===== src/shared/fwac_cfg.svh =====
`ifndef FWAC_CFG_SVH
`define FWAC_CFG_SVH

// ****************************************************************
// register locations
// ****************************************************************
`define FWAC_SFR_CTRL_ADR      8'hb2
`define FWAC_IO_CTRL_ADR       16'h2702

// ****************************************************************
// field positions, special function register
// ****************************************************************
`define FWAC_PWE_BIT           0
`define FWAC_POST_BIT          2
`define FWAC_PEND_BIT          3

// ****************************************************************
// field positions, i/o register
// ****************************************************************
`define FWAC_WRE_BIT           1
`define FWAC_RDE_BIT           2
`define FWAC_UNLOCK_LSB        4
`define FWAC_UNLOCK_MSB        7

// ****************************************************************
// values
// ****************************************************************
`define FWAC_UNLOCK_KEY        4'h2
`define FWAC_UNLOCK_RST        4'h0
`define FWAC_PWE_RST           1'b0
`define FWAC_POST_RST          1'b0

`endif


===== src/shared/fwac_pkg.sv =====
`default_nettype none

package fwac_pkg;

  // posted write queue states, gray along idle -> held
  typedef enum logic [1:0] {
    FWAC_Q_IDLE = 2'b00,
    FWAC_Q_HELD = 2'b01
  } fwac_qstate_t;

endpackage : fwac_pkg

`default_nettype wire


===== src/shared/fwac_queue_if.sv =====
`default_nettype none

interface fwac_queue_if #(
  parameter int ADDR_W = 16
);
  logic              req_valid;
  logic [ADDR_W-1:0] req_addr;
  logic [7:0]        req_data;
  logic              post_en;
  logic              ce_enable;
  logic              ce_busy;
  logic              pending;
  logic              issue;
  logic [ADDR_W-1:0] issue_addr;
  logic [7:0]        issue_data;

  modport ctrl (
    output req_valid, req_addr, req_data, post_en, ce_enable, ce_busy,
    input  pending, issue, issue_addr, issue_data
  );

  modport queue (
    input  req_valid, req_addr, req_data, post_en, ce_enable, ce_busy,
    output pending, issue, issue_addr, issue_data
  );
endinterface : fwac_queue_if

`default_nettype wire


===== src/fwac_top.sv =====
`include "fwac_cfg.svh"
`default_nettype none

// Operation
// - program write enable low: external data writes go to external ram, except writes to the i/o control register address.
// - enable high: movx @dptr,a writes accumulator byte to flash at dptr.
// - hardware clears program write enable after each flash byte write.
// - writes to program write enable ignored while interrupts globally enabled.
// - flash readable status is the inverse of the security setting.
// - unlock field must hold 2; otherwise every flash modification is refused.
// - read-only status shows whether ports may currently write flash.
// - posted mode with engine on holds one write until engine busy falls.
// - while a posted write is pending, flag set and further writes discarded.
module fwac_top #(
  parameter int ADDR_W = 16
) (
  // clock and reset
  input  wire logic              sys_clk,
  input  wire logic              reset,
  // special function register access from the core
  input  wire logic [7:0]        sfr_addr,
  input  wire logic              sfr_wr,
  input  wire logic              sfr_rd,
  input  wire logic [7:0]        sfr_wdata,
  output logic      [7:0]        sfr_rdata_ff,
  // external data move access from the core
  input  wire logic [ADDR_W-1:0] xdat_addr,
  input  wire logic              xdat_wr,
  input  wire logic              xdat_rd,
  input  wire logic              xdat_via_dptr,
  input  wire logic [7:0]        xdat_wdata,
  output logic      [7:0]        xdat_rdata_ff,
  // core state
  input  wire logic              irq_global_en,
  // external ram side
  output logic                   ram_we_ff,
  output logic                   ram_rd_ff,
  output logic      [ADDR_W-1:0] ram_addr_ff,
  output logic      [7:0]        ram_wdata_ff,
  // flash programming side
  output logic                   flash_we_ff,
  output logic      [ADDR_W-1:0] flash_addr_ff,
  output logic      [7:0]        flash_wdata_ff,
  // compute engine and security
  input  wire logic              ce_enable,
  input  wire logic              ce_busy,
  input  wire logic              security_setting,
  // port access status toward emulator_port and spi slave
  output logic                   flash_port_readable_status_ff,
  output logic                   flash_port_writable_status_ff
);

  // ****************************************************************
  // parameter check
  // ****************************************************************
  if (ADDR_W < 16)
  begin : g_bad_addr_w
    $error("ADDR_W must be at least 16");
  end

  // ****************************************************************
  // state
  // ****************************************************************
  logic       program_write_enable_ff;
  logic       nxt_program_write_enable;
  logic       posted_write_enable_ff;
  logic [3:0] flash_modify_unlock_ff;

  fwac_queue_if #(.ADDR_W(ADDR_W)) fq ();

  // ****************************************************************
  // decode
  // ****************************************************************
  wire sfr_hit     = (sfr_addr == `FWAC_SFR_CTRL_ADR);
  wire sfr_wr_hit  = sfr_wr && sfr_hit;
  wire pwe_wr_ok   = sfr_wr_hit && !irq_global_en;
  wire io_hit      = (xdat_addr == ADDR_W'(`FWAC_IO_CTRL_ADR));
  wire flash_path  = xdat_wr && program_write_enable_ff && xdat_via_dptr;
  wire io_wr_hit   = xdat_wr && !flash_path && io_hit;
  wire ram_wr_sel  = xdat_wr && !flash_path && !io_hit;
  wire ram_rd_sel  = xdat_rd && !io_hit;
  wire unlocked    = (flash_modify_unlock_ff == `FWAC_UNLOCK_KEY);
  wire port_wr_ok  = unlocked && !security_setting;

  wire [7:0] sfr_rd_word = {4'h0, fq.pending, posted_write_enable_ff,
                            1'b0, program_write_enable_ff};
  wire [7:0] io_rd_word  = {flash_modify_unlock_ff, 1'b0,
                            !security_setting, port_wr_ok, 1'b0};

  always_comb
  begin
    nxt_program_write_enable = program_write_enable_ff;
    if (pwe_wr_ok)
      nxt_program_write_enable = sfr_wdata[`FWAC_PWE_BIT];
    else if (flash_path)
      nxt_program_write_enable = 1'b0;
  end

  // ****************************************************************
  // posted write queue
  // ****************************************************************
  assign fq.req_valid = flash_path && unlocked;
  assign fq.req_addr  = xdat_addr;
  assign fq.req_data  = xdat_wdata;
  assign fq.post_en   = posted_write_enable_ff;
  assign fq.ce_enable = ce_enable;
  assign fq.ce_busy   = ce_busy;

  fwac_post_queue #(
    .ADDR_W (ADDR_W)
  ) u_queue (
    .sys_clk (sys_clk),
    .reset   (reset),
    .q       (fq.queue)
  );

  // ****************************************************************
  // control registers
  // ****************************************************************
  always_ff @(posedge sys_clk)
  begin
    if (reset)
    begin
      program_write_enable_ff <= `FWAC_PWE_RST;
      posted_write_enable_ff  <= `FWAC_POST_RST;
      flash_modify_unlock_ff  <= `FWAC_UNLOCK_RST;
    end
    else
    begin
      program_write_enable_ff <= nxt_program_write_enable;
      if (sfr_wr_hit)
        posted_write_enable_ff <= sfr_wdata[`FWAC_POST_BIT];
      if (io_wr_hit)
        flash_modify_unlock_ff <= xdat_wdata[`FWAC_UNLOCK_MSB:`FWAC_UNLOCK_LSB];
    end
  end

  // ****************************************************************
  // read data and status
  // ****************************************************************
  always_ff @(posedge sys_clk)
  begin
    if (reset)
    begin
      sfr_rdata_ff                  <= 8'h00;
      xdat_rdata_ff                 <= 8'h00;
      flash_port_readable_status_ff <= 1'b0;
      flash_port_writable_status_ff <= 1'b0;
    end
    else
    begin
      if (sfr_rd && sfr_hit)
        sfr_rdata_ff <= sfr_rd_word;
      if (xdat_rd && io_hit)
        xdat_rdata_ff <= io_rd_word;
      flash_port_readable_status_ff <= !security_setting;
      flash_port_writable_status_ff <= port_wr_ok;
    end
  end

  // ****************************************************************
  // ram and flash strobes
  // ****************************************************************
  always_ff @(posedge sys_clk)
  begin
    if (reset)
    begin
      ram_we_ff      <= 1'b0;
      ram_rd_ff      <= 1'b0;
      ram_addr_ff    <= '0;
      ram_wdata_ff   <= 8'h00;
      flash_we_ff    <= 1'b0;
      flash_addr_ff  <= '0;
      flash_wdata_ff <= 8'h00;
    end
    else
    begin
      ram_we_ff      <= ram_wr_sel;
      ram_rd_ff      <= ram_rd_sel;
      ram_addr_ff    <= xdat_addr;
      ram_wdata_ff   <= xdat_wdata;
      flash_we_ff    <= fq.issue;
      flash_addr_ff  <= fq.issue_addr;
      flash_wdata_ff <= fq.issue_data;
    end
  end

  // ****************************************************************
  // checks
  // ****************************************************************
  chk_ram_route_default: assert property (@(posedge sys_clk) disable iff (reset)
    xdat_wr && !program_write_enable_ff && !io_hit |=> ram_we_ff && !flash_path)
    else $error("ram write not routed to ram");

  chk_flash_write_map: assert property (@(posedge sys_clk) disable iff (reset)
    flash_path && unlocked && !fq.pending && !(posted_write_enable_ff && ce_enable)
      |-> ##2 flash_we_ff && flash_addr_ff == $past(xdat_addr, 2)
        && flash_wdata_ff == $past(xdat_wdata, 2) && !ram_we_ff)
    else $error("flash byte write wrong");

  chk_pwe_self_clear: assert property (@(posedge sys_clk) disable iff (reset)
    flash_path && !pwe_wr_ok |=> !program_write_enable_ff)
    else $error("program write enable not cleared");

  chk_pwe_irq_lock: assert property (@(posedge sys_clk) disable iff (reset)
    sfr_wr_hit && irq_global_en && !flash_path
      |=> program_write_enable_ff == $past(program_write_enable_ff))
    else $error("enable changed while interrupts on");

  chk_readable_inverse: assert property (@(posedge sys_clk) disable iff (reset)
    !reset |=> flash_port_readable_status_ff == !$past(security_setting))
    else $error("readable status not inverse of security");

  chk_unlock_gate: assert property (@(posedge sys_clk) disable iff (reset)
    flash_path && !unlocked && !fq.pending && !fq.issue |-> ##2 !flash_we_ff)
    else $error("locked flash write issued");

  chk_writable_status: assert property (@(posedge sys_clk) disable iff (reset)
    !reset |=> flash_port_writable_status_ff
      == ($past(flash_modify_unlock_ff) == `FWAC_UNLOCK_KEY && !$past(security_setting)))
    else $error("writable status wrong");

  chk_locked_clear: assert property (@(posedge sys_clk) disable iff (reset)
    flash_path && !unlocked |-> !fq.req_valid ##1 !program_write_enable_ff)
    else $error("locked write not dropped or enable kept");

  chk_pend_readback: assert property (@(posedge sys_clk) disable iff (reset)
    sfr_rd && sfr_hit |=> sfr_rdata_ff[`FWAC_PEND_BIT] == $past(fq.pending))
    else $error("pending flag readback wrong");

endmodule : fwac_top

`default_nettype wire


===== src/fwac_post_queue.sv =====
`include "fwac_cfg.svh"
`default_nettype none

module fwac_post_queue #(
  parameter int ADDR_W = 16
) (
  // clock and reset
  input  wire logic    sys_clk,
  input  wire logic    reset,
  // request side and issue side
  fwac_queue_if.queue  q
);

  fwac_pkg::fwac_qstate_t state_ff;
  fwac_pkg::fwac_qstate_t nxt_state;
  logic [ADDR_W-1:0]      held_addr_ff;
  logic [7:0]             held_data_ff;
  logic                   busy_q_ff;
  logic                   issue_ff;
  logic [ADDR_W-1:0]      issue_addr_ff;
  logic [7:0]             issue_data_ff;

  // ****************************************************************
  // decode
  // ****************************************************************
  wire held      = (state_ff == fwac_pkg::FWAC_Q_HELD);
  wire post_mode = q.post_en && q.ce_enable;
  wire busy_fall = busy_q_ff && !q.ce_busy;
  wire drain     = held && (busy_fall || !post_mode);
  wire take      = q.req_valid && !held;
  wire store     = take && post_mode;
  wire direct    = take && !post_mode;

  assign q.pending    = held;
  assign q.issue      = issue_ff;
  assign q.issue_addr = issue_addr_ff;
  assign q.issue_data = issue_data_ff;

  always_comb
  begin
    nxt_state = state_ff;
    case (state_ff)
      fwac_pkg::FWAC_Q_IDLE: if (store) nxt_state = fwac_pkg::FWAC_Q_HELD;
      fwac_pkg::FWAC_Q_HELD: if (drain) nxt_state = fwac_pkg::FWAC_Q_IDLE;
      default:               nxt_state = fwac_pkg::FWAC_Q_IDLE;
    endcase
  end

  // ****************************************************************
  // storage
  // ****************************************************************
  always_ff @(posedge sys_clk)
  begin
    if (reset)
    begin
      state_ff  <= fwac_pkg::FWAC_Q_IDLE;
      busy_q_ff <= 1'b0;
      issue_ff  <= 1'b0;
    end
    else
    begin
      state_ff  <= nxt_state;
      busy_q_ff <= q.ce_busy;
      issue_ff  <= direct || drain;
    end
  end

  always_ff @(posedge sys_clk)
  begin
    if (reset)
    begin
      held_addr_ff  <= '0;
      held_data_ff  <= 8'h00;
      issue_addr_ff <= '0;
      issue_data_ff <= 8'h00;
    end
    else
    begin
      if (store)
      begin
        held_addr_ff <= q.req_addr;
        held_data_ff <= q.req_data;
      end
      if (drain)
      begin
        issue_addr_ff <= held_addr_ff;
        issue_data_ff <= held_data_ff;
      end
      else if (direct)
      begin
        issue_addr_ff <= q.req_addr;
        issue_data_ff <= q.req_data;
      end
    end
  end

  // ****************************************************************
  // checks
  // ****************************************************************
  chk_post_hold: assert property (@(posedge sys_clk) disable iff (reset)
    store |=> held && !issue_ff)
    else $error("posted write not held");

  chk_drain_fall: assert property (@(posedge sys_clk) disable iff (reset)
    held && busy_q_ff && !q.ce_busy |=> issue_ff && !held
      && issue_addr_ff == $past(held_addr_ff))
    else $error("held write not issued on busy fall");

  chk_discard_busy: assert property (@(posedge sys_clk) disable iff (reset)
    held && q.req_valid && !drain |=> held && $stable(held_addr_ff) && !issue_ff)
    else $error("write accepted while pending");

endmodule : fwac_post_queue

`default_nettype wire


===== config.mk =====
export PLATFORM = sky130hd
export DESIGN_NAME = fwac_top
export DESIGN_NICKNAME = d
export VERILOG_FILES = /design/src/shared/fwac_pkg.sv /design/src/shared/fwac_queue_if.sv /design/src/fwac_top.sv /design/src/fwac_post_queue.sv
export VERILOG_INCLUDE_DIRS = /design/src /design/src/shared
export SDC_FILE = /design/constraint.sdc
export NUM_CORES = 1
export LEC_CHECK = 0
export BUFFER_PORTS_ARGS = -buffer_cell sky130_fd_sc_hd__buf_2
export CORE_MARGIN = 10
export CORE_UTILIZATION = 50
export CTS_CLUSTER_DIAMETER = 30
export DETAILED_ROUTE_END_ITERATION = 10
export PLACE_DENSITY_LB_ADDON = 0.05
export SLEW_MARGIN = 0
export SYNTH_ARGS = -nofsm -noshare
export SYNTH_HDL_FRONTEND = slang
export SYNTH_SLANG_ARGS = --single-unit
export TNS_END_PERCENT = 20

===== constraint.sdc =====
create_clock -name sys_clk -period 2.9 [get_ports sys_clk]
set_clock_uncertainty 0.2 [all_clocks]
set_input_delay 0 -clock sys_clk [delete_from_list [all_inputs] [get_ports sys_clk]]
set_output_delay 0 -clock sys_clk [all_outputs]
set_load 0.01 [all_outputs]

==> results, run 1 <==
- The run finished with clean final reports.
- The number of enable flip-flop cells after synthesis is 0.
- Measured in cells, the most critical reg-to-reg path has a length of 5.
- Entering global routing, the biggest net connects slightly below 80 pins.
- The top cell types in the final layout, fill and taps aside, are sky130_fd_sc_hd__dfxtp_1 (119), sky130_fd_sc_hd__buf_2 (105), sky130_fd_sc_hd__nand2_1 (54), sky130_fd_sc_hd__nor2b_1 (49), sky130_fd_sc_hd__dlygate4sd3_1 (44).
- Compared with the post-synthesis result, the final layout area differs by 38.32%.
- The most frequent standard cell in the layout excluding fill and tap cells is sky130_fd_sc_hd__dfxtp_1.
- Counting flops and latches in the post-synthesis netlist gives 119.
- Summing the sequential cell areas from Yosys gives 56.87% of the chip area.
- The initial utilization of the core area, before any placement, comes to roughly half.
- After routing the design area is about 5800 um^2.
- The worst hold margin is 98.89 ps.
- The analysis attributes to net switching a power of 0.0007673 W.
- Summed over all cells, the static leakage comes to between 2 and 3 nW.
- The worst vdd rail ir drop is between 0.4 and 0.5 mV.
- The internal power consumption is roughly 0.0031 W.
- For this run the aggregate overflow at the end of global routing stands at 0.
- The final critical path takes up 90.68% of the cycle.
- The share of power burned in combinational logic is 4.4%.
- The post-synthesis cell area is between 4000 and 5000 um^2.
- The number of cells produced by synthesis is a little over 400.
- The post-route worst setup slack is about 270 ps.
- The final-layout fill cell count is 658.
- The synthesized netlist contains 33 unique library cells.
- The deepest clock path buffer count is 2.
- In this run the worst path has a maximum fanout of 76.
- For the pin with the worst max-slew slack, the measured transition is 704.3 ps.
- The footprint of the flip-flops and latches is 2382 um^2.
- The final setup TNS is 0 ps.
- The achievable frequency is 380.3 MHz.
- The die covers 12440 um^2.
- The sink count of the clock tree is around 120.
- Of all flip-flops after synthesis, the portion carrying an async set or reset was 0%.
- The data required time of the critical path is 3140 ps.
- The number of clock buffers added by TritonCTS is 17.
- The later pin in the worst-skew pair is clocked with a latency of 500 ps.
- The clock tree from TritonCTS is built.
- The initial antenna violation count is 0.
- The count of buffers from port buffering is approximately 110.
- The number of global-route vias before repair is roughly 3400.
- After detailed routing, the number of vias per cell comes to 4.853.
- The library cell used as clock root buffer is sky130_fd_sc_hd__clkbuf_8.
- For the finished layout, the period the worst path requires is 2630 ps.
- Summing internal, switching and leakage power gives 0.003899 W.
- For this design the top-level I/O count stands at 120.
- The final net count is around 610.
- The count of yosys warnings during synthesis is 0.
- The congestion estimate from routability-driven global placement came to 0.7134.
- At the placement stage, the worst setup path has a slack of slightly above 700 ps.
- Counting instances, the worst hold path has a depth of 3.
- The average footprint of a synthesized cell is 10.12 um^2.
- The min-delay analysis places its worst path in the category primary input to flop.
- Data on the critical path arrives at its endpoint at ~2900 ps.
- Of the total power, the share spent switching nets is approximately a fifth.
- Setup repair after global routing left no endpoint under its margin.
- Summing over every cut layer, the via total after detailed routing is 3300.
- The number of endpoints failing setup at the final stage is 0.
- The floorplan step set the die width to 111.5 um.
- In this run, flip-flops and latches consume between 40 and 50% of the power.
- The y dimension of the die is 111.5 um.
- The worst pin sits at a relative slew slack of around 53%.
- The global-route wire length before repair is 16570 um.
- The cell area reported after detailed placement is 4757 um^2.
- Cells with a size suffix above 1 make up 25.91% of the layout.
- In the final layout, the multi-input gates occupy between 1500 and 2000 um^2.
- The clock group share of total power is 53.0%.
- STA classifies the critical path startpoint as a primary input.
- For this block, the routed nets add up to 9875 um of wire.
- The total core area is 8175 um^2.
- The power density over the cells is about 670 nW/um^2.
- In the final routed layout, each cell accounts on average for 14.52 um.
- The row count is 33.
- Detailed placement ended at an HPWL of 6301 um.
- The total count of max-transition violations in the final report is 0.
- The clock transition time at the flip-flop clock pins of the worst setup and hold paths is around 50 ps.
- The capturing element type of the critical path is a flop.
- The first-pass detailed-route iteration total is 4.
- The count of antenna-violating nets left after detailed routing is 0.
- The count of H-tree levels built during CTS is 4.
- The antenna diode instance count is 0.
- Across every metal layer, demand over resource in global routing totals 15.92%.
- For this run, the leading register cell type out of synthesis is sky130_fd_sc_hd__dfxtp_1.
- Max-cap violations in this run came to 0.
- The type of the worst setup path is primary input to flop.
- After detailed routing, the number of remaining DRC violations is 0.
- The number of hold violations in the final report is 0.
- The number of DRC violations after detailed-routing iteration 0 is 91.
==> state kept, by name (all words and copies together) (netlist names), 3 cells and up <==
| register | count |
|---|---|
| u_queue.q.issue_data | 8 |
| flash_wdata_ff | 8 |
| flash_addr_ff | 16 |
| u_queue.held_data_ff | 8 |
| u_queue.held_addr_ff | 16 |
| sfr_rdata_ff | 3 |
| flash_modify_unlock_ff | 4 |
| ram_wdata_ff | 8 |
| u_queue.q.issue_addr | 16 |
| ram_addr_ff | 16 |
| xdat_rdata_ff | 6 |
==> cell usage after synthesis, drive strengths merged, types with 6 or more instances <==
cell | n | share of area, %
nand2 | 54 | 4.8
a21oi | 25 | 3.0
dfxtp | 119 | 57
a211oi | 24 | 4.3
buf | 15 | 3.0
nor2 | 31 | 2.8
mux2i | 36 | 8.6
nor2b | 49 | 7.3
inv | 6 | 0.54
nand2b | 12 | 1.8
clkbuf | 18 | 1.6
==> cells by family after synthesis <==
| family | share of synthesized area [%] |
|---|---|
| DFF | 56.87 |
| and+or+nand+nor | 21.12 |
| AOI/OAI and AO/OA | 7.587 |
| muxes | 9.140 |
| other | 0.08952 |
| buffers and inverters | 5.197 |
==> worst max-delay path, stage by stage <==
cell and delay (ps):
sky130_fd_sc_hd__dlygate4sd3_1 560, sky130_fd_sc_hd__buf_4 350, sky130_fd_sc_hd__or4b_2 700, sky130_fd_sc_hd__dlygate4sd3_1 570, sky130_fd_sc_hd__o31ai_1 70, sky130_fd_sc_hd__dlygate4sd3_1 590
==> final timing paths <==
check	from	slack [ps]	end
min	xdat_wdata[0]	100	ram_wdata_ff[0]
max	reset	270	program_write_enable_ff
max reg2reg	flash_modify_unlock_ff[3]	390	u_queue.held_data_ff[7]
min reg2reg	u_queue.q.issue	240	flash_we_ff
==> per-layer routing <==
metal,vias up,global-route usage [%],part of all wire (%)
met4,0,5.656,0.76
li1,1662,-,-
met2,98,26.14,49
met1,1532,17.74,42
met5,-,0,0
met3,8,7.461,7.7
==> metrics by stage <==
| step | instances | util (%) |
|---|---|---|
| 2_1_floorplan | 420 | - |
| 3_3_place_gp | 605 | 58.19 |
| 3_5_place_dp | 605 | 58.19 |
| 4_1_cts | 680 | 70.88 |
| 5_1_grt | 680 | 70.88 |
| 6_report | 680 | 70.88 |
==> layout make-up <==
class	instances	area share, %
sequential	119	41.11
multi-input combinational	262	28.01
timing repair buffer	157	17.92
clock inverter	8	2.073
clock buffer	23	8.227
tap	105	2.267
inverter	6	0.3887
==> timing repair <==
action                                 CTS  global route
endpoints found under the hold margin  108             0
setup endpoints to repair                0             0
gates resized for setup                  0             0
hold buffers                            44             0
buffers inserted                         0             0
==> power groups by stage <==
stage	clock, W	sequential, W	combinational [W]
3_3_place_gp	0	0.00169	0.000129
3_5_place_dp	0	0.00170	0.000131
5_1_grt	0.00219	0.00166	0.000189
4_1_cts	0.00211	0.00166	0.000171
2_1_floorplan	0	0.00171	0.0000541
6_report	0.00207	0.00166	0.000172
(Power assumes the default switching activity.)
==> run 2: changes to the inputs <==
--- a/config.mk
+++ b/config.mk
@@ -11,7 +11,8 @@
 export CORE_UTILIZATION = 50
 export CTS_CLUSTER_DIAMETER = 30
 export DETAILED_ROUTE_END_ITERATION = 10
-export PLACE_DENSITY_LB_ADDON = 0.05
+export GPL_TIMING_DRIVEN = 0
+export PLACE_DENSITY = 0.86
 export SLEW_MARGIN = 0
 export SYNTH_ARGS = -nofsm -noshare
 export SYNTH_HDL_FRONTEND = slang
==> results, run 2 (synthesis gave the netlist of run 1 again) <==
- Grouping stages by cell kind, the critical path spends the most delay in buffers and inverters.
- The library cell used as clock root buffer is sky130_fd_sc_hd__clkbuf_8.
- The tightest slew margin relative to the limit was 58.66% (+5.6 points).
- The initial core utilization was 51.24% (unchanged).
- The wire length per cell after detailed routing was 15.59 um (+7.3%).
- The placer congestion estimate is 0.7873 (+10%).
- The cell area reported after detailed placement came to 4868 um^2 (+2.3%).
- The post-layout instance area is 5843 um^2 (+0.84%).
- Among the stages of the critical path, the cell type that occurs most often is sky130_fd_sc_hd__dlygate4sd3_1.
- The type of the worst setup path is primary input to flop.
- The post-detailed-route via-to-cell ratio is 4.922 (+1.4%).
- The y dimension of the die is 111.5 um (unchanged).
- The DRC violation count after routing was 0 (unchanged).
- The run finished with clean final reports.
- The count of maximum capacitance violations is 0 (unchanged).
- The worst vdd rail ir drop is 0.4387 mV (+6.0%).
- TritonCTS built the clock tree.
- The total core area came to 8175 um^2 (unchanged).
- The clock latency reported for the late side of the worst-skew pair came to 510 ps (about the same).
- The final net count is 638 (+3.9%).
- The layout cell share with drive strength beyond 1 came to 24.96% (-0.95 points).
- The share of the cycle needed by the critical path after routing came to 87.20% (-3.5 points).
- The post-route worst setup slack is 371.3 ps (+100.9 ps).
- The achievable frequency came to 395.5 MHz (+4.0%).
- The die area is 12440 um^2 (unchanged).
- The data required time of the critical path was 3150 ps (about the same).
- The count of buffers from port buffering is 105 (-0.94%).
- The half-perimeter wire length of the detailed placement result is 7537 um (+20%).
- In the layout the commonest cells are sky130_fd_sc_hd__dfxtp_1 (119), sky130_fd_sc_hd__buf_2 (109), sky130_fd_sc_hd__nand2_1 (54), sky130_fd_sc_hd__nor2b_1 (49), sky130_fd_sc_hd__dlygate4sd3_1 (43).
- Setup repair after global routing left no endpoint under its margin.
- The via count is 3455 (+4.7%).
- The library cell used most frequently in the layout, excluding fill and tap cells, is sky130_fd_sc_hd__dfxtp_1.
- The pin count of the biggest net entering global routing is 17 (-78%).
- The arrival time reported for the critical path endpoint is 2780 ps (-90 ps).
- The overall overflow remaining after global route came to 0 (unchanged).
- The I/O pin count is 120 (unchanged).
- The number of endpoints failing setup at the final stage came to 0 (unchanged).
- The number of hold violations in the final report is 0 (unchanged).
- The kind of launch point of the worst setup path is a primary input.
- The transition time of the tightest slew-check pin was 620.1 ps (-84.26 ps).
- The startpoint identified for the worst register-to-register timing path is flash_modify_unlock_ff[3].
- The clock transition time at the flip-flop clock pins of the worst setup and hold paths is 50 ps (about the same).
- From synthesis to final layout, the design area changed by 39.49%.
- The number of DRC violations after detailed-routing iteration 0 came to 165 (+81%).
- The instance count along the most critical hold path is 3 (unchanged).
- The end point of the most critical hold path is flash_port_readable_status_ff.
- The standby leakage power is 2.599 nW (+1.2%).
- The worst-path maximum fanout is 10 (-87%).
- The number of global-route vias before repair was 3631 (+5.8%).
- The overall routed net length was 10940 um (+11%).
- The final-layout fill cell count came to 587 (-11%).
- The power density over the cells was 645.6 nW/um^2 (-4.1%).
- The deepest clock path buffer count is 2 (unchanged).
- The count of antenna-violating nets left after detailed routing is 0 (unchanged).
- The overall global routing resource usage is 17.48% (+1.6 points).
- The critical path goes through dlygate4sd3_1, clkbuf_1, or4b_2, dlygate4sd3_1, o31ai_1, dlygate4sd3_1.
- The first-pass detailed-route iteration total is 4 (unchanged).
- The row count is 33 (unchanged).
- The slack of the worst reg-to-reg path is 370 ps (-20 ps).
- The capturing element type of the critical path is a flop.
- The number of cells on the worst reg-to-reg path is 5 (unchanged).
- The antenna diode instance count is 0 (unchanged).
- The global-route wire length before repair is 18080 um (+9.1%).
- The initial antenna violation count is 0 (unchanged).
- The count of H-tree levels built during CTS was 4 (unchanged).
- The quantity of gates resized following cts came to 0 (unchanged).
- The total count of max-transition violations in the final report is 0 (unchanged).
- The sink count of the clock tree is 119 (unchanged).
- The delay contributed by the slowest stage of the critical path is 700 ps (about the same).
- The total buffers and inverters traversed by the critical path came to 4 (unchanged).
- For this design, the slowest cell found on the critical path is sky130_fd_sc_hd__or4b_2.
- The x dimension of the die is 111.5 um (unchanged).
- The post-placement setup slack is 605.5 ps (-107.3 ps).
- The final setup TNS is 0 ps (unchanged).
- The number of buffers created by CTS is 17 (unchanged).
- The class of the tightest hold or removal check is primary input to flop.
- The worst register-to-register path ends at u_queue.held_data_ff[7].
- The hold path startpoint is security_setting.
- The post-route minimum period is 2529 ps (-100.9 ps).
## run 2: worst max-delay path by stage
stage                         startpoint                       end  slack [ps]  depth (start not counted)
3_5_place_dp   flash_modify_unlock_ff[3]  u_queue.held_addr_ff[13]         610                          6
6_report                           reset   program_write_enable_ff         370                          6
3_3_place_gp   flash_modify_unlock_ff[3]   u_queue.held_data_ff[2]         640                          6
2_1_floorplan  flash_modify_unlock_ff[3]   u_queue.held_addr_ff[2]         780                          6
4_1_cts                            reset   program_write_enable_ff         370                          6
5_1_grt                            reset   program_write_enable_ff         250                          6
## run 2: what timing repair did
item,in CTS,in global routing
setup buffers,0,0
hold endpoints to repair,94,0
hold buffers,43,0
## run 2: cell type report
class	count	area, um^2	share of cell area (%)
plain buffers	33	195.2	3.340
clock buffers	25	474.2	8.116
clock inverters	4	70.07	1.199
inverters	6	22.52	0.3854
multi-input cells	262	1612	27.58
flip-flops and latches	119	2382	40.77
well taps	105	131.4	2.248
repair buffers	148	955.9	16.36
## run 2: worst reg2reg max path: cells and delay by family (launching register included)
kind | cells | cell delay [ps]
AO/OA/AOI/OAI | 1 | 160
buffers and inverters | 1 | 730
flip-flops | 1 | 310
AND/OR/NAND/NOR | 3 | 1040
## run 2: metal layers
metal,track usage [%],share of wire (%)
met5,0,0
met4,5.913,0.81
met3,6.441,7.0
met2,30.21,50
met1,19.39,42
## run 2: stage by stage
stage	cells	total power, W	hold slack (ps)	util (%)
after floorplan	420	0.001761	-118.3	-
after global placement	630	0.001836	-12.35	59.55
after detailed placement	630	0.001840	-7.419	59.55
after CTS	702	0.003787	6.300	71.47
after global routing	702	0.003892	41.69	71.47
final	702	0.003772	36.52	71.47
## run 2: power by group
part	leakage (nW)	switching [W]	internal (W)	total, W
registers	0.966	0.00000431	0.00166	0.00166
clock network	0.268	0.000652	0.00127	0.00192
logic	1.37	0.0000941	0.0000923	0.000186
total	2.60	0.000751	0.00302	0.00377
==> run 3: changes to the inputs <==
--- a/config.mk
+++ b/config.mk
@@ -16,5 +16,6 @@
 export SLEW_MARGIN = 0
 export SYNTH_ARGS = -nofsm -noshare
 export SYNTH_HDL_FRONTEND = slang
+export SYNTH_HIERARCHICAL = 1
 export SYNTH_SLANG_ARGS = --single-unit
 export TNS_END_PERCENT = 20
==> results, run 3 <==
- The placer congestion estimate was 0.9077 (+15%).
- The total core area came to 8678 um^2 (+6.2%).
- The count of yosys warnings during synthesis is 6 (+6).
- The deepest clock path buffer count is 2 (unchanged).
- The synthesized-area fraction occupied by xor and xnor cells is 0% (unchanged).
- The tree is rooted in a sky130_fd_sc_hd__clkbuf_8.
- For this run, the leading register cell type out of synthesis is sky130_fd_sc_hd__dfxtp_1.
- Setup repair after global routing left no endpoint under its margin.
- The achievable frequency was 385.6 MHz (-2.5%).
- The number of DRC violations after detailed-routing iteration 0 is 510 (+210%).
- The row count is 34 (+3.0%).
- The x dimension of the die is 114.4 um (+2.6%).
- The clock latency reported for the late side of the worst-skew pair is 520 ps (about the same).
- The worst-path maximum fanout is 10 (unchanged).
- The total power consumption of the routed design came to 0.004050 W (+7.4%).
- The y dimension of the die is 114.4 um (+2.6%).
- The overall overflow remaining after global route is 0 (unchanged).
- The final net count was 679 (+6.4%).
- The number of global-route vias before repair is 4549 (+25%).
- The clock transition time at the flip-flop clock pins of the worst setup and hold paths is 60 ps (about the same).
- The half-perimeter wire length of the detailed placement result is 8849 um (+17%).
- The via count came to 4419 (+28%).
- The power density over the cells is 657.1 nW/um^2 (+1.8%).
- The class of the tightest hold or removal check is primary input to flop.
- Sorting the synthesized cells by how often they occur yields sky130_fd_sc_hd__dfxtp_1 (119), sky130_fd_sc_hd__nor2b_1 (56), sky130_fd_sc_hd__nand2_1 (53).
- The async set-reset flop share out of synthesis is 0% (unchanged).
- The global-route wire length before repair is 22850 um (+26%).
- The number of cells produced by synthesis is 457 (+10%).
- The synthesized-area fraction occupied by and/or/nand/nor cells is 22.16% (+1.0 points).
- Leaving out fill and tap cells, the most frequent cell in the layout is sky130_fd_sc_hd__dfxtp_1.
- TritonCTS built the clock tree.
- The quantity of gates resized following cts is 0 (unchanged).
- The portion of netlist area occupied by mux cells is 2.247% (-6.9 points).
- The register area share after synthesis is 53.47% (-3.4 points).
- The area growth from synthesis to layout is 38.33%.
- The part of the power in registers is 41.0% (-3.1 points).
- The data required time of the critical path is 3110 ps (-40 ps).
- The flip-flop and latch count after synthesis was 119 (unchanged).
- The final setup TNS is 0 ps (unchanged).
- The antenna diode instance count is 0 (unchanged).
- The count of antenna-violating nets left after detailed routing is 0 (unchanged).
- The count of buffers from port buffering is 106 (+0.95%).
- The share of the cycle needed by the critical path after routing is 89.43% (+2.2 points).
- The sink count of the clock tree is 119 (unchanged).
- In the layout the commonest cells are sky130_fd_sc_hd__dfxtp_1 (119), sky130_fd_sc_hd__buf_2 (116), sky130_fd_sc_hd__nor2b_1 (56), sky130_fd_sc_hd__nand2_1 (53), sky130_fd_sc_hd__dlygate4sd3_1 (40).
- STA classifies the critical path startpoint as a flop.
- The most common cell in the synthesized netlist is sky130_fd_sc_hd__dfxtp_1.
- The internal power consumption was 0.003188 W (+5.5%).
- The number of hold violations in the final report is 0 (unchanged).
- The wire length per cell after detailed routing came to 19.21 um (+23%).
- The die area came to 13090 um^2 (+5.2%).
- By area the synthesized netlist is led by sky130_fd_sc_hd__dfxtp_1 (53%), sky130_fd_sc_hd__nor2b_1 (7.9%), sky130_fd_sc_hd__a311oi_1 (4.7%).
- The area share of fa/ha/maj cells after synthesis is 0% (unchanged).
- The layout cell share with drive strength beyond 1 is 27.77% (+2.8 points).
- The main combinational cell family by area after synthesis is simple AND/OR/NAND/NOR gates.
- The total count of max-transition violations in the final report is 0 (unchanged).
- The number of distinct library cells after synthesis is 39 (+18%).
- The count of H-tree levels built during CTS is 4 (unchanged).
- The I/O pin count was 120 (unchanged).
- The count of maximum capacitance violations was 0 (unchanged).
- The post-synthesis cell area came to 4456 um^2 (+6.4%).
- The transition time of the tightest slew-check pin is 588.4 ps (-31.66 ps).
- The final-layout fill cell count is 570 (-2.9%).
- The portion of synthesized cell area occupied by the leading cell type is 53.47% (-3.4 points).
- The arrival time reported for the critical path endpoint is 2810 ps (+30 ps).
- The share of power burned in combinational logic is 5.0% (about the same).
- The initial antenna violation count is 0 (unchanged).
- The number of buffers created by CTS is 17 (unchanged).
- The worst setup path is of the flop to flop kind.
- The overall routed net length was 14390 um (+31%).
- The clock group share of total power is 54.0% (+3.0 points).
- The overall global routing resource usage came to 21.73% (+4.2 points).
- The switching part of the total is 21.28% (+1.4 points).
- The largest total area in the synthesized netlist belongs to sky130_fd_sc_hd__dfxtp_1.
- The DRC violation count after routing is 0 (unchanged).
- The post-detailed-route via-to-cell ratio came to 5.900 (+20%).
- The post-placement setup slack is 500.7 ps (-104.8 ps).
- The post-route worst setup slack is 306.6 ps (-64.71 ps).
- The worst hold margin came to 63.72 ps (+27.20 ps).
- The first-pass detailed-route iteration total was 6 (+2).
- The worst vdd rail ir drop is 0.4544 mV (+3.6%).
- The post-route minimum period came to 2593 ps (+64.71 ps).
- The tightest slew margin relative to the limit is 60.77% (+2.1 points).
- The run finished with clean final reports.
- The number of buffers inserted by hold repair at cts came to 40 (-7.0%).
- The compound-gate portion of the synthesized area came to 16.12% (+8.5 points).
- The pin count of the biggest net entering global routing is 17 (unchanged).
- The number of enable flip-flop cells after synthesis is 0 (unchanged).
- The buffer count from post-CTS setup fixing is 0 (unchanged).
- The number of endpoints failing setup at the final stage is 0 (unchanged).
- The initial core utilization is 51.34% (+0.10 points).
- The average footprint of a synthesized cell came to 9.750 um^2 (-3.6%).
- The switching power is 0.0008616 W (+15%).
- The standby leakage power came to 2.576 nW (-0.91%).
- The capturing element type of the critical path is a flop.
==> run 3: cell count changes after synthesis, moves of 11 or more <==
| cell | change |
|---|---|
| sky130_fd_sc_hd__a311oi_1 | +24 |
| sky130_fd_sc_hd__mux2i_1 | -32 |
| sky130_fd_sc_hd__nand2b_1 | -11 |
| sky130_fd_sc_hd__nand3_1 | +28 |
| sky130_fd_sc_hd__nor2_1 | -23 |
| sky130_fd_sc_hd__o21ai_0 | +30 |
==> run 3: worst max-delay path, cell delays in order (launching register included) <==
cell	delay, ps
sky130_fd_sc_hd__dfxtp_1	340
sky130_fd_sc_hd__or4b_4	560
sky130_fd_sc_hd__nor2_1	250
sky130_fd_sc_hd__nor2b_1	200
sky130_fd_sc_hd__buf_2	210
sky130_fd_sc_hd__buf_2	280
sky130_fd_sc_hd__nand3_1	120
sky130_fd_sc_hd__a311oi_1	320
==> run 3: through the flow <==
stage	utilization, %	cell area, um^2	std cells
final	71.02	6163	749
after global routing	71.02	6163	749
after CTS	71.02	6163	749
after detailed placement	59.27	5144	677
after global placement	59.27	5144	677
after floorplan	-	4478	463
==> run 3: metal layers <==
layer	part of all wire, %	wire length (um)	vias up	GRT usage [%]
li1	-	-	1941	-
met1	35	5091	2045	23.08
met2	48	6852	342	34.77
met3	11	1580	91	7.285
met4	6.0	860	0	16.96
met5	0	0	-	0
==> run 3: worst paths after layout <==
path	slack, ps	end	from	cells past startpoint
worst min register to register	250	flash_we_ff	u_queue/q.issue	1
worst max register to register	310	u_queue/q.issue_data[0]	flash_modify_unlock_ff[0]	7
worst max-delay path	310	u_queue/q.issue_data[0]	flash_modify_unlock_ff[0]	7
worst min-delay path	60	flash_port_readable_status_ff	security_setting	3
==> run 3: logic make-up after synthesis <==
group	after synthesis
other	1
AO/OA/AOI/OAI	111
flip-flops	119
buffers and inverters	48
AND/OR/NAND/NOR	170
multiplexers	8
==> run 3: area by class of cell <==
class                      instances  area, um^2  area share [%]
buffer                            46       256.5           4.162
clock buffer                      20       445.4           7.227
clock inverter                    12       173.9           2.822
inverter                           2       7.507          0.1218
multi-input combinational        296        1832           29.72
sequential                       119        2382           38.65
tap                              108       135.1           2.192
timing repair buffer             146       930.9           15.10
==> run 3: power groups by stage <==
stage	Combinational (W)	Sequential, W	Clock [W]
detailed placement	0.000159	0.00170	0
global route	0.000218	0.00166	0.00227
finish	0.000203	0.00166	0.00219
CTS	0.000198	0.00166	0.00218
global placement	0.000156	0.00170	0
floorplan	0.0000613	0.00171	0
